===== src/pgdfc_consts.svh =====
// Offsets, reset values, field positions and timing counts of the power-good and fault config bank.
`ifndef PGDFC_CONSTS_SVH
`define PGDFC_CONSTS_SVH
// =====================================================================
// Command codes of the paged settings.
`define PGDFC_CMD_PG_DELAY 8'hd4
`define PGDFC_CMD_INDUCTOR 8'hd6
`define PGDFC_CMD_MARGIN 8'hd7
`define PGDFC_CMD_FAULT_CFG 8'hd8
// =====================================================================
// Reset values.
`define PGDFC_RST_PG_DELAY 16'hba00
`define PGDFC_RST_INDUCTOR 16'hb23d
`define PGDFC_RST_MARGIN 16'hca80
`define PGDFC_RST_FAULT_CFG 8'h00
// =====================================================================
// Field positions.
`define PGDFC_FLT_LOWSIDE_BIT 7
`define PGDFC_FLT_COUNT_MSB 3
`define PGDFC_USER_MARGIN_EN_BIT 4
// =====================================================================
// Timing: one delay step is 125 ns, clock period is 20 ns.
`define PGDFC_STEP_NS 125
`define PGDFC_CLK_NS 20
// Longest-time style floor would give 6; a step must not be shorter, so round up.
`define PGDFC_STEP_CYCLES ((`PGDFC_STEP_NS + `PGDFC_CLK_NS - 1) / `PGDFC_CLK_NS)
// 500 s / 125 ns = 4e9 steps; needs a 32-bit counter.
`define PGDFC_MAX_STEPS 32'hee6b_2800
`endif


===== src/pgdfc_pkg.sv =====
// Types shared by the power-good and fault config bank.
package pgdfc_pkg;
  typedef logic [15:0] pgdfc_word_t;
  typedef logic [7:0] pgdfc_byte_t;
  typedef enum logic [2:0] {
    PGDFC_PG_LOW = 3'b001,
    PGDFC_PG_WAIT = 3'b010,
    PGDFC_PG_GOOD = 3'b100
  } pgdfc_pg_e;
endpackage


===== src/pgdfc_bank.sv =====
// Paged power-good delay, inductor, margin and output fault filter bank.
//
// Summary of operation
// RL1: Each output waits the programmed delay after crossing the good threshold before its good pin rises.
// RL2: The delay spans zero to 500 s in steps of 125 ns; the code times each step as seven 20 ns cycles, 140 ns, so the top is 560 s.
// RL3: Software is expected to program at least 1 ms of delay for debounce, but nothing enforces it.
// RL4: The delay setting resets to BA00h, which is 1 ms.
// RL5: Delay, inductor and margin words hold a signed exponent over a signed mantissa, value Y times 2^N.
// RL6: Every setting is kept per output and chosen by the addressed page.
// RL7: All settings read back and writes are blocked while write protection is on.
// RL8: The inductor value, in microhenries, feeds the ripple-current calculations.
// RL9: The inductor setting resets to B23Dh and accepts zero to 100 uH; the code stores any value written, without a range check.
// RL10: With margin ratio enabled the margin voltages sit the programmed percentage above and below nominal.
// RL11: The margin percentage resets to CA80h, five percent, and accepts zero to fifty percent; the code stores any value written, without a range check.
// RL12: On overvoltage shutdown the low-side device turns on only when fault config bit 7 is one.
// RL13: A voltage fault is declared after N+1 consecutive violations, N from fault config bits 3:0.
// RL14: The fault config resets to 00h and bits 6:4 have no effect.
// RL15: The margin percentage applies only while user config bit 4 is set.
// RL16: Falling below the threshold before the delay ends restarts the count with the pin held low.
`timescale 1ns/1ps
`include "pgdfc_consts.svh"
module pgdfc_bank (
  input wire logic clock_i,
  input wire logic arst_n_i,
  input wire logic page_i,
  input wire logic [7:0] cmd_i,
  input wire logic wr_i,
  input wire pgdfc_pkg::pgdfc_word_t wdata_i,
  input wire logic write_protect_i,
  input wire logic [1:0] user_margin_cfg_i,
  input wire logic [1:0] above_good_i,
  input wire logic [1:0] ov_violation_i,
  input wire logic [1:0] uv_violation_i,
  input wire logic [1:0] sample_i,
  input wire pgdfc_pkg::pgdfc_word_t vout_nominal_0_i,
  input wire pgdfc_pkg::pgdfc_word_t vout_nominal_1_i,
  output pgdfc_pkg::pgdfc_word_t rdata_o,
  output logic cmd_refused_o,
  output logic [1:0] output_good_pin_o,
  output logic [1:0] ov_fault_o,
  output logic [1:0] uv_fault_o,
  output logic [1:0] lowside_on_o,
  output logic [1:0] margin_ratio_active_o,
  output pgdfc_pkg::pgdfc_word_t margin_ratio_0_o,
  output pgdfc_pkg::pgdfc_word_t margin_ratio_1_o,
  output pgdfc_pkg::pgdfc_word_t inductor_0_o,
  output pgdfc_pkg::pgdfc_word_t inductor_1_o
);
  import pgdfc_pkg::*;

  // =====================================================================
  // Synchronise the analog comparator levels and the strap-like config pins.
  logic [1:0] above_m, above_s, ov_m, ov_s, uv_m, uv_s, smp_m, smp_s, ucfg_m, ucfg_s;
  always_ff @(posedge clock_i or negedge arst_n_i) begin
    if (!arst_n_i) begin
      above_m <= 2'h0;
      above_s <= 2'h0;
      ov_m <= 2'h0;
      ov_s <= 2'h0;
      uv_m <= 2'h0;
      uv_s <= 2'h0;
      smp_m <= 2'h0;
      smp_s <= 2'h0;
      ucfg_m <= 2'h0;
      ucfg_s <= 2'h0;
    end else begin
      above_m <= above_good_i;
      above_s <= above_m;
      ov_m <= ov_violation_i;
      ov_s <= ov_m;
      uv_m <= uv_violation_i;
      uv_s <= uv_m;
      smp_m <= sample_i;
      smp_s <= smp_m;
      ucfg_m <= user_margin_cfg_i;
      ucfg_s <= ucfg_m;
    end
  end

  // Edge detect on the synchronised sample strobe; one violation counted per sample.
  logic [1:0] smp_d;
  always_ff @(posedge clock_i or negedge arst_n_i) begin
    if (!arst_n_i) begin
      smp_d <= 2'h0;
    end else begin
      smp_d <= smp_s;
    end
  end

  // =====================================================================
  // Paged register storage, one entry per output.
  pgdfc_word_t pg_delay [2];
  pgdfc_word_t inductor [2];
  pgdfc_word_t margin [2];
  pgdfc_byte_t fault_cfg [2];
  logic wr_ok;
  assign wr_ok = wr_i && !write_protect_i; // [RL7]

  // Writes land in the addressed page only; reset values are the documented defaults.
  always_ff @(posedge clock_i or negedge arst_n_i) begin
    if (!arst_n_i) begin
      for (int i = 0; i < 2; i++) begin
        pg_delay[i] <= `PGDFC_RST_PG_DELAY; // [RL4]
        inductor[i] <= `PGDFC_RST_INDUCTOR; // [RL9]
        margin[i] <= `PGDFC_RST_MARGIN; // [RL11]
        fault_cfg[i] <= `PGDFC_RST_FAULT_CFG; // [RL14]
      end
    end else if (wr_ok) begin
      case (cmd_i) // [RL6]
        `PGDFC_CMD_PG_DELAY: pg_delay[page_i] <= wdata_i;
        `PGDFC_CMD_INDUCTOR: inductor[page_i] <= wdata_i;
        `PGDFC_CMD_MARGIN: margin[page_i] <= wdata_i;
        `PGDFC_CMD_FAULT_CFG: fault_cfg[page_i] <= wdata_i[7:0];
        default: ;
      endcase
    end
  end

  // Read mux is registered; unknown commands read zero and flag refusal when written, as do protected writes.
  always_ff @(posedge clock_i or negedge arst_n_i) begin
    if (!arst_n_i) begin
      rdata_o <= 16'h0000;
      cmd_refused_o <= 1'b0;
    end else begin
      cmd_refused_o <= wr_i && write_protect_i; // [RL7]
      case (cmd_i)
        `PGDFC_CMD_PG_DELAY: rdata_o <= pg_delay[page_i];
        `PGDFC_CMD_INDUCTOR: rdata_o <= inductor[page_i];
        `PGDFC_CMD_MARGIN: rdata_o <= margin[page_i];
        `PGDFC_CMD_FAULT_CFG: rdata_o <= {8'h00, fault_cfg[page_i]};
        default: begin
          rdata_o <= 16'h0000;
          cmd_refused_o <= wr_i || write_protect_i & 1'b0;
        end
      endcase
    end
  end

  // =====================================================================
  // Linear-11 delay to 125 ns steps: mantissa is in ms, so steps = Y * 8000 * 2^N.
  // Negative mantissas are treated as zero delay; results saturate at the 500 s limit.
  function automatic logic [31:0] delay_steps(input pgdfc_word_t w); // [RL5]
    logic signed [4:0] n;
    logic signed [10:0] y;
    logic [47:0] base;
    logic [47:0] val;
    n = w[15:11];
    y = w[10:0];
    base = 48'(y < 0 ? 0 : y) * 48'd8000;
    val = (n < 0) ? (base >> (-n)) : (base << n);
    if (val > 48'(`PGDFC_MAX_STEPS)) begin
      delay_steps = `PGDFC_MAX_STEPS; // [RL2]
    end else begin
      delay_steps = val[31:0];
    end
  endfunction

  // =====================================================================
  // Per-output power-good qualification and fault filtering.
  localparam int STEP_CYC = `PGDFC_STEP_CYCLES;
  pgdfc_pg_e pg_state [2];
  logic [31:0] step_cnt [2];
  logic [2:0] sub_cnt [2];
  logic [4:0] ov_cnt [2];
  logic [4:0] uv_cnt [2];

  genvar g;
  generate
    for (g = 0; g < 2; g++) begin : g_out
      logic [31:0] target;
      logic [4:0] need;
      logic smp_evt;
      assign target = delay_steps(pg_delay[g]);
      assign need = 5'(fault_cfg[g][`PGDFC_FLT_COUNT_MSB:0]) + 5'd1; // [RL13]
      assign smp_evt = smp_s[g] && !smp_d[g];

      // Delay machine; the count restarts whenever the output drops below threshold.
      always_ff @(posedge clock_i or negedge arst_n_i) begin
        if (!arst_n_i) begin
          pg_state[g] <= PGDFC_PG_LOW;
          step_cnt[g] <= 32'h0000_0000;
          sub_cnt[g] <= 3'h0;
          output_good_pin_o[g] <= 1'b0;
        end else begin
          case (pg_state[g])
            PGDFC_PG_LOW: begin
              step_cnt[g] <= 32'h0000_0000;
              sub_cnt[g] <= 3'h0;
              output_good_pin_o[g] <= 1'b0;
              if (above_s[g]) begin
                pg_state[g] <= PGDFC_PG_WAIT;
              end
            end
            PGDFC_PG_WAIT: begin
              if (!above_s[g]) begin
                pg_state[g] <= PGDFC_PG_LOW; // [RL16]
              end else if (step_cnt[g] >= target) begin
                pg_state[g] <= PGDFC_PG_GOOD;
                output_good_pin_o[g] <= 1'b1; // [RL1]
              end else if (sub_cnt[g] == 3'(STEP_CYC - 1)) begin
                sub_cnt[g] <= 3'h0;
                step_cnt[g] <= step_cnt[g] + 32'h0000_0001; // [RL2]
              end else begin
                sub_cnt[g] <= sub_cnt[g] + 3'h1;
              end
            end
            PGDFC_PG_GOOD: begin
              if (!above_s[g]) begin
                pg_state[g] <= PGDFC_PG_LOW;
                output_good_pin_o[g] <= 1'b0;
              end
            end
            default: pg_state[g] <= PGDFC_PG_LOW;
          endcase
        end
      end

      // Consecutive-violation filters; a clean sample clears the run. Bits 6:4 are ignored.
      always_ff @(posedge clock_i or negedge arst_n_i) begin
        if (!arst_n_i) begin
          ov_cnt[g] <= 5'h00;
          uv_cnt[g] <= 5'h00;
          ov_fault_o[g] <= 1'b0;
          uv_fault_o[g] <= 1'b0;
          lowside_on_o[g] <= 1'b0;
        end else if (smp_evt) begin
          ov_cnt[g] <= ov_s[g] ? ((ov_cnt[g] < need) ? ov_cnt[g] + 5'h01 : ov_cnt[g]) : 5'h00;
          uv_cnt[g] <= uv_s[g] ? ((uv_cnt[g] < need) ? uv_cnt[g] + 5'h01 : uv_cnt[g]) : 5'h00;
          ov_fault_o[g] <= ov_s[g] && (ov_cnt[g] + 5'h01 >= need); // [RL13]
          uv_fault_o[g] <= uv_s[g] && (uv_cnt[g] + 5'h01 >= need); // [RL13]
          lowside_on_o[g] <= ov_s[g] && (ov_cnt[g] + 5'h01 >= need)
                             && fault_cfg[g][`PGDFC_FLT_LOWSIDE_BIT]; // [RL12]
        end
      end
    end
  endgenerate

  // =====================================================================
  // Margin ratio and inductor published to the regulation core.
  // The core multiplies nominal by (1 +/- ratio/100); a zeroed ratio means use fixed margins.
  always_ff @(posedge clock_i or negedge arst_n_i) begin
    if (!arst_n_i) begin
      margin_ratio_active_o <= 2'h0;
      margin_ratio_0_o <= 16'h0000;
      margin_ratio_1_o <= 16'h0000;
      inductor_0_o <= `PGDFC_RST_INDUCTOR;
      inductor_1_o <= `PGDFC_RST_INDUCTOR;
    end else begin
      margin_ratio_active_o <= ucfg_s; // [RL15]
      margin_ratio_0_o <= ucfg_s[0] ? margin[0] : 16'h0000; // [RL10]
      margin_ratio_1_o <= ucfg_s[1] ? margin[1] : 16'h0000; // [RL10]
      inductor_0_o <= inductor[0]; // [RL8]
      inductor_1_o <= inductor[1]; // [RL8]
    end
  end

  // =====================================================================
  // Checks.
  a_pg_needs_above: assert property (@(posedge clock_i) disable iff (!arst_n_i)
    output_good_pin_o[0] |-> $past(above_s[0])) else $error("good pin high without level"); // [RL1]
  a_pg_drop_restart: assert property (@(posedge clock_i) disable iff (!arst_n_i)
    (pg_state[0] == PGDFC_PG_WAIT && !above_s[0]) |=> !output_good_pin_o[0]
    && pg_state[0] == PGDFC_PG_LOW) else $error("delay not restarted"); // [RL16]
  a_wp_blocks: assert property (@(posedge clock_i) disable iff (!arst_n_i)
    (wr_i && write_protect_i && cmd_i == `PGDFC_CMD_MARGIN && !page_i)
    |=> $stable(margin[0])) else $error("protected write landed"); // [RL7]
  a_wr_lands: assert property (@(posedge clock_i) disable iff (!arst_n_i)
    (wr_ok && cmd_i == `PGDFC_CMD_MARGIN && !page_i) |=> margin[0] == $past(wdata_i))
    else $error("margin write lost"); // [RL6]
  a_lowside_gate: assert property (@(posedge clock_i) disable iff (!arst_n_i)
    lowside_on_o[0] |-> ov_fault_o[0] && fault_cfg[0][7]) else $error("low side wrong"); // [RL12]
  a_ov_count: assert property (@(posedge clock_i) disable iff (!arst_n_i)
    $rose(ov_fault_o[0]) |-> $past(ov_cnt[0]) + 5'h01 >= 5'(fault_cfg[0][3:0]) + 5'h01)
    else $error("fault too early"); // [RL13]
  a_margin_gate: assert property (@(posedge clock_i) disable iff (!arst_n_i)
    !margin_ratio_active_o[0] |-> margin_ratio_0_o == 16'h0000) else $error("ratio leak"); // [RL15]
  a_delay_floor: assert property (@(posedge clock_i) disable iff (!arst_n_i)
    $rose(output_good_pin_o[0]) |-> step_cnt[0] >= g_out[0].target) else $error("short delay"); // [RL2]
  c_pg_good: cover property (@(posedge clock_i) $rose(output_good_pin_o[0]));
  c_pg_restart: cover property (@(posedge clock_i) pg_state[0] == PGDFC_PG_WAIT && !above_s[0]);
  c_ov_fault: cover property (@(posedge clock_i) $rose(lowside_on_o[0]));
endmodule


===== config.mk =====
export PLATFORM = sky130hd
export DESIGN_NAME = pgdfc_bank
export DESIGN_NICKNAME = d
export VERILOG_FILES = /design/src/pgdfc_pkg.sv /design/src/pgdfc_bank.sv
export VERILOG_INCLUDE_DIRS = /design/src
export SDC_FILE = /design/constraint.sdc
export NUM_CORES = 1
export LEC_CHECK = 0
export BUFFER_PORTS_ARGS = -buffer_cell sky130_fd_sc_hd__buf_2
export CAP_MARGIN = 5
export CORE_MARGIN = 1
export CORE_UTILIZATION = 40
export DETAILED_ROUTE_END_ITERATION = 8
export GPL_ROUTABILITY_DRIVEN = 0
export SYNTH_ARGS = -nofsm -noshare
export SYNTH_HDL_FRONTEND = slang
export SYNTH_SLANG_ARGS = --single-unit
export TNS_END_PERCENT = 5

===== constraint.sdc =====
create_clock -name clock_i -period 10.45 [get_ports clock_i]
set_input_delay 2.09 -clock clock_i [delete_from_list [all_inputs] [get_ports clock_i]]
set_output_delay 2.09 -clock clock_i [all_outputs]
set_load 0.05 [all_outputs]

-- After elaboration in Yosys (flattened, before gate mapping)
Index checks and enable logic that the tools add are counted.
- order comparisons: 18
- bitwise logic cells: 1
- mux-type cells: 72
- shift-type cells: 4
- multipliers: 2
- add/sub/neg operators: 12
- reduce and logical (&&, ||, !) cells: 35
- eq/ne operators: 30
- operators by type and width (kind ; number):
    32-bit two-way mux ; 8
    16-bit two-way mux ; 12
    48-bit two-way mux ; 4
    32-bit one-hot mux with 2 select lines ; 2
    32-bit bitwise mux ; 3
    48-bit by 32-bit greater-than comparator with 1-bit output, second input constant ; 2
    48-bit by 7-bit multiplier with 42-bit output, second input constant ; 2
    48-bit by 5-bit left shift with 48-bit output ; 2
    48-bit by 5-bit right shift with 48-bit output ; 2
    32-bit by 1-bit adder with 32-bit output, second input constant ; 2
    32-bit greater-or-equal comparator ; 2
    16-bit one-hot mux with 4 select lines ; 1
    3-bit two-way mux ; 14
    5-bit two-way mux ; 8
    8-bit equality test, second input constant ; 4
    8-bit two-way mux ; 4
    2-bit != test, second input constant ; 12
    11-bit by 1-bit less-than comparator with 1-bit output, second input constant ; 2
    5-bit by 1-bit adder with 5-bit output, second input constant ; 4
    5-bit greater-or-equal comparator ; 4
    5-bit less-than comparator ; 4
    3-bit one-hot mux with 3 select lines ; 2
    16-bit bitwise mux ; 1
    16-bit demux with 1-bit select ; 1
    other kinds (24) ; 72
- flip-flop bits (word level): 321
- logic and storage cells: 218
- output and inout bits: 91
- input port bits: 71

-- Longest topological paths before layout
- depth after elaboration: 11
- depth in mapped cells: 40
- gate-level depth less buffers: 34

-- Worst setup path before layout
Ideal clock, no wire load.
- kind: flip-flop to flip-flop
- start point: register pg_delay[26] in the netlist's numbering
- end point: register step_cnt[55] in the netlist's numbering
- path buffers: 6
- required time: 10318 ps
- setup slack: 1356 ps
- library setup time: 132 ps
- cell stages (with the launch flop): 41
- period minus slack after synthesis: 9094 ps
- arrival time: 8962 ps
- path through: dfrtp_1 clkbuf_1 clkbuf_1 nand2b_1 inv_1 ha_1 inv_1 fa_1 fa_1 fa_1 inv_1 ha_1 buf_2 and4_1 buf_2 nand3_1 a21oi_1 a311o_1 (+5 left out) o311ai_1 a21oi_2 buf_6 nor2_1 ha_1 a21o_1 a21o_1 a21o_1 a21o_1 a21o_1 a21o_1 a221o_1 o21ai_1 a41oi_1 clkbuf_1 nor4b_1 xnor2_1 nor2_1
- cells in the longest elaborated chain, start to end: 10
- elaborated cells on any way between the ends: 11
- those cells by class: mul (1); order compare (3); eq/ne (1); shift (2); mux (3); reduce/logical (1)
- RTL lines (element ; line ; text):
    start, declared ; pgdfc_bank.sv:92 ; pgdfc_word_t pg_delay [2];
    start signal, assigned by index ; pgdfc_bank.sv:103 ; pg_delay[i] <= `PGDFC_RST_PG_DELAY;
    start signal, assigned by index ; pgdfc_bank.sv:110 ; `PGDFC_CMD_PG_DELAY: pg_delay[page_i] <= wdata_i;
    11-bit by 1-bit less-than comparator with 1-bit output ; pgdfc_bank.sv:149 ; base = 48'(y < 0 ? 0 : y) * 48'd8000;
    48-bit two-way mux * ; pgdfc_bank.sv:149 ;
    48-bit by 7-bit multiplier with 42-bit output * ; pgdfc_bank.sv:149 ;
    48-bit by 5-bit left shift with 48-bit output / 48-bit by 5-bit right shift with 48-bit output (equally long branches) ; pgdfc_bank.sv:150 ; val = (n < 0) ? (base >> (-n)) : (base << n);
    48-bit two-way mux * ; pgdfc_bank.sv:150 ;
    48-bit by 32-bit greater-than comparator with 1-bit output ; pgdfc_bank.sv:151 ; if (val > 48'(`PGDFC_MAX_STEPS)) begin
    32-bit two-way mux * ; pgdfc_bank.sv:151 ;
    32-bit greater-or-equal comparator * ; pgdfc_bank.sv:197 ; end else if (step_cnt[g] >= target) begin
    2-bit != test (no line) * ; - ;
    4-bit AND reduction (no line) * ; - ;
    end signal, assigned by index ; pgdfc_bank.sv:202 ; step_cnt[g] <= step_cnt[g] + 32'h0000_0001;
    end, declared ; pgdfc_bank.sv:162 ; logic [31:0] step_cnt [2];
Every way passes the cells marked *; elsewhere a longest branch is shown, timed or not.
A chain may end at the register's enable or synchronous reset.

-- Worst setup path after layout
- start point: register pg_delay[26] in the netlist's numbering
- end point: register step_cnt[40] in the netlist's numbering
Same word-level chain as after synthesis.

==> impl_metrics.tcl <==
set metrics [dict create \
    status "finished clean" \
    dp_cells 3712 \
    synthToLayoutAreaGrowth_pct 11.5 \
    root_buffer "clkbuf_16" \
    fmax_mhz 102 \
    setup_violations 0 \
    wl_per_cell_um 20.2 \
    grt_max_degree 109 \
    die_x_um 255 \
    initial_core_util_pct 40.5 \
    r2r-end "step_cnt[40]" \
    num-fill-cells 6167 \
    cts.sinks 321 \
    min_to "smp_s[0]" \
    placed_area_um2 27100 \
    netlist.area_leader.share_pct 25.7 \
    final_cells 3787 \
    fin_area_um2 28500 \
    synth_seq_cells 321 \
    final_nets 3231 \
    yosys_warnings 0 \
    core_um2 63100 \
    cts_made_buffers 39 \
    worstPathMaxFanout 21 \
    dp_hpwl_um 56900 \
    port_buffers 129 \
    die_area_um2 65000 \
    start_kind "register" \
    viasPerCell 5.93 \
    synthTopCellsByArea "dfrtp_1 26%, ha_1 9.6%, dfstp_2 6.0%" \
    post-synth-top-count-cell "dfrtp_1" \
    synth_common_cells "263 x dfrtp_1, 242 x nand2_1, 225 x nor2_1, 196 x ha_1, 151 x inv_1" \
    insertion_delay_ps 570 \
    first_pass_iters 6 \
    crit_start "pg_delay[26]" \
    grt_pass1_wl_um 121000 \
    clockPowerShare_pct 40.0 \
    fin_tns_setup_ps 0 \
    synth-main-ff-cell "dfrtp_1" \
    cp-end-kind "register" \
    dieHeight_um 255 \
    r2r_setup_slack_ps 630 \
    dr.first_iter.drc_count 1871 \
    path_buf_inv 3 \
    critical_path.top_delay_family "compound AO/OA/AOI/OAI gates" \
    placementRows 92 \
    syn_area_um2 25600 \
    synth_cell_types 100 \
    cts-htree-levels 2 \
    drv_cap 0 \
    rsz0062_at_grt "no" \
    leakage_nw 13.1 \
    fin_hold_ws_ps 347 \
    relSlewSlack_pct 19.1 \
    drc_errors 0 \
    cp_slowest_cell "fa_1" \
    clock_path_buffers 3 \
    cts_hold_buf 0 \
    p_per_area_nw_per_um2 125 \
    slowest_delay_ps 630 \
    drt-total-wl_um 76500 \
    io_pins 162 \
    combPwrFrac_pct 21.8 \
    grt_pass1_vias 21800 \
    fin_skew_ps 24.1 \
    vdd_drop_max_mv 0.103 \
    drv_slew 0 \
    drive_gt1_share_pct 17.4 \
    num_vias 22400 \
    n_antenna_cell 0 \
    finalCritPeriodShare_pct 94.0 \
    clk_pin_slew_worst_paths_ps 60 \
    post-route-min-period_ps 9820 \
    synth_area_per_cell_um2 9.02 \
    synth_cells 2834 \
    sequentialPowerShare_pct 38.2 \
    antenna_found_initial 6 \
    grt_usage_pct 23.5 \
    r2r_cells 34 \
    switching_share_pct 32.2 \
    overflow 0 \
    arrival_ps 10250 \
    p_switching_w 0.00115 \
    async_flop_share_pct 100 \
    cp.required_ps 10880 \
    min-delay-start "smp_m[0]" \
    final_hold_viol_count 0 \
    cts_tree "built" \
    synth_seq_area_share_pct 31.7 \
    ant_nets 0 \
    crit_type "reg -> reg" \
    hold_class "reg -> reg" \
    crit-reg2reg-launch "pg_delay[26]" \
    hold_depth 0 \
    intPower_w 0.00242 \
    synth_nets 3155 \
    synth_edf_count 0 \
    path_common_cell "a21o_1" \
    synth_top_cell_by_area "dfrtp_1" \
    worstMarginPinSlew_ps 1210 \
]
-- cells in the final DEF, fill, tap and decap left out, types with 84 or more instances in the layout --
| cell | Yosys | layout |
|---|---|---|
| dfrtp_1 | 263 | 263 |
| nand2_1 | 242 | 242 |
| nor2_1 | 225 | 223 |
| ha_1 | 196 | 196 |
| inv_1 | 151 | 151 |
| o21ai_0 | 147 | 147 |
| a21oi_1 | 140 | 139 |
| buf_2 | 17 | 128 |
| mux2_2 | 125 | 125 |
| nor3_1 | 86 | 84 |
-- kinds of logic (layout without fill, tap and decap cells) --
kind of cell	after synthesis	count (layout)	synth area share (%)
AOI/OAI and AO/OA	718	718	19.4
xor gates and xnor gates	93	93	3.18
adders and majority gates	250	250	13.8
buffers and inverters	311	418	4.74
DFF	321	321	31.7
muxes	179	179	8.40
and+or+nand+nor	962	962	18.7
-- final cells by class --
class	count	area, µm²	share of cell area, %
clock buffers	51	1080	3.80
clock inverters	21	255	0.895
inverters	157	589	2.07
multi-input cells	2202	16300	57.2
flip-flops and latches	321	8110	28.4
well taps	846	1060	3.71
repair buffers	189	1110	3.88
-- flip-flops by register name, indices dropped and copies added, names as in the netlist, 6 cells and up --
name / cells
pg_state: 6
ov_cnt: 10
inductor: 32
sub_cnt: 6
margin_ratio_0_o: 16
margin: 32
step_cnt: 64
uv_cnt: 10
margin_ratio_1_o: 16
fault_cfg: 16
pg_delay: 32
rdata_o: 16
inductor_1_o: 16
inductor_0_o: 16
-- routing by layer --
metal  vias up  share of wire (%)  wire, µm  track usage, %
li1      10500                  -         -               -
met1     11000                 43     33200            31.8
met2       804                 47     35700            38.6
met3       168                7.3      5570            3.70
met4         4                2.6      1980            6.66
met5         -              0.031        24               0
-- repair_timing --
action,CTS,global route
buffers inserted,0,3
resized for setup,0,2
setup endpoints to repair,0,10
-- worst max path at each step --
stage          depth (start not counted)  slack [ps]           end
2_1_floorplan                         40        1360  step_cnt[55]
3_3_place_gp                          34         830  step_cnt[40]
3_5_place_dp                          36         750  step_cnt[40]
4_1_cts                               34         660  step_cnt[24]
5_1_grt                               35          20  step_cnt[25]
6_report                              34         630  step_cnt[40]
-- per-stage QoR --
step	worst slack [ps]	util (%)	total power, W
detailed placement	748	43.0	0.00216
global placement	831	43.0	0.00214
floorplan	1360	-	0.00192
finish	631	45.2	0.00358
global route	21.2	45.2	0.00376
CTS	661	45.1	0.00361
-- worst reg2reg max path, delay by kind of cell, from the launching register on --
family	cells	cell delay (ps)
fa+ha+maj	6	2710
flops	1	500
compound gates	18	4310
simple gates	4	920
buf+inv	3	480
xor+xnor	1	180
mux	2	590
-- power by group through the flow --
| stage | registers, W | logic (W) | clock network (W) |
|---|---|---|---|
| detailed placement | 0.00139 | 0.000774 | 0 |
| CTS | 0.00137 | 0.000778 | 0.00146 |
| global placement | 0.00138 | 0.000756 | 0 |
| global route | 0.00138 | 0.000872 | 0.00151 |
| finish | 0.00137 | 0.000780 | 0.00143 |
| floorplan | 0.00141 | 0.000509 | 0 |
No activity file was read; power rests on OpenSTA's default activity.
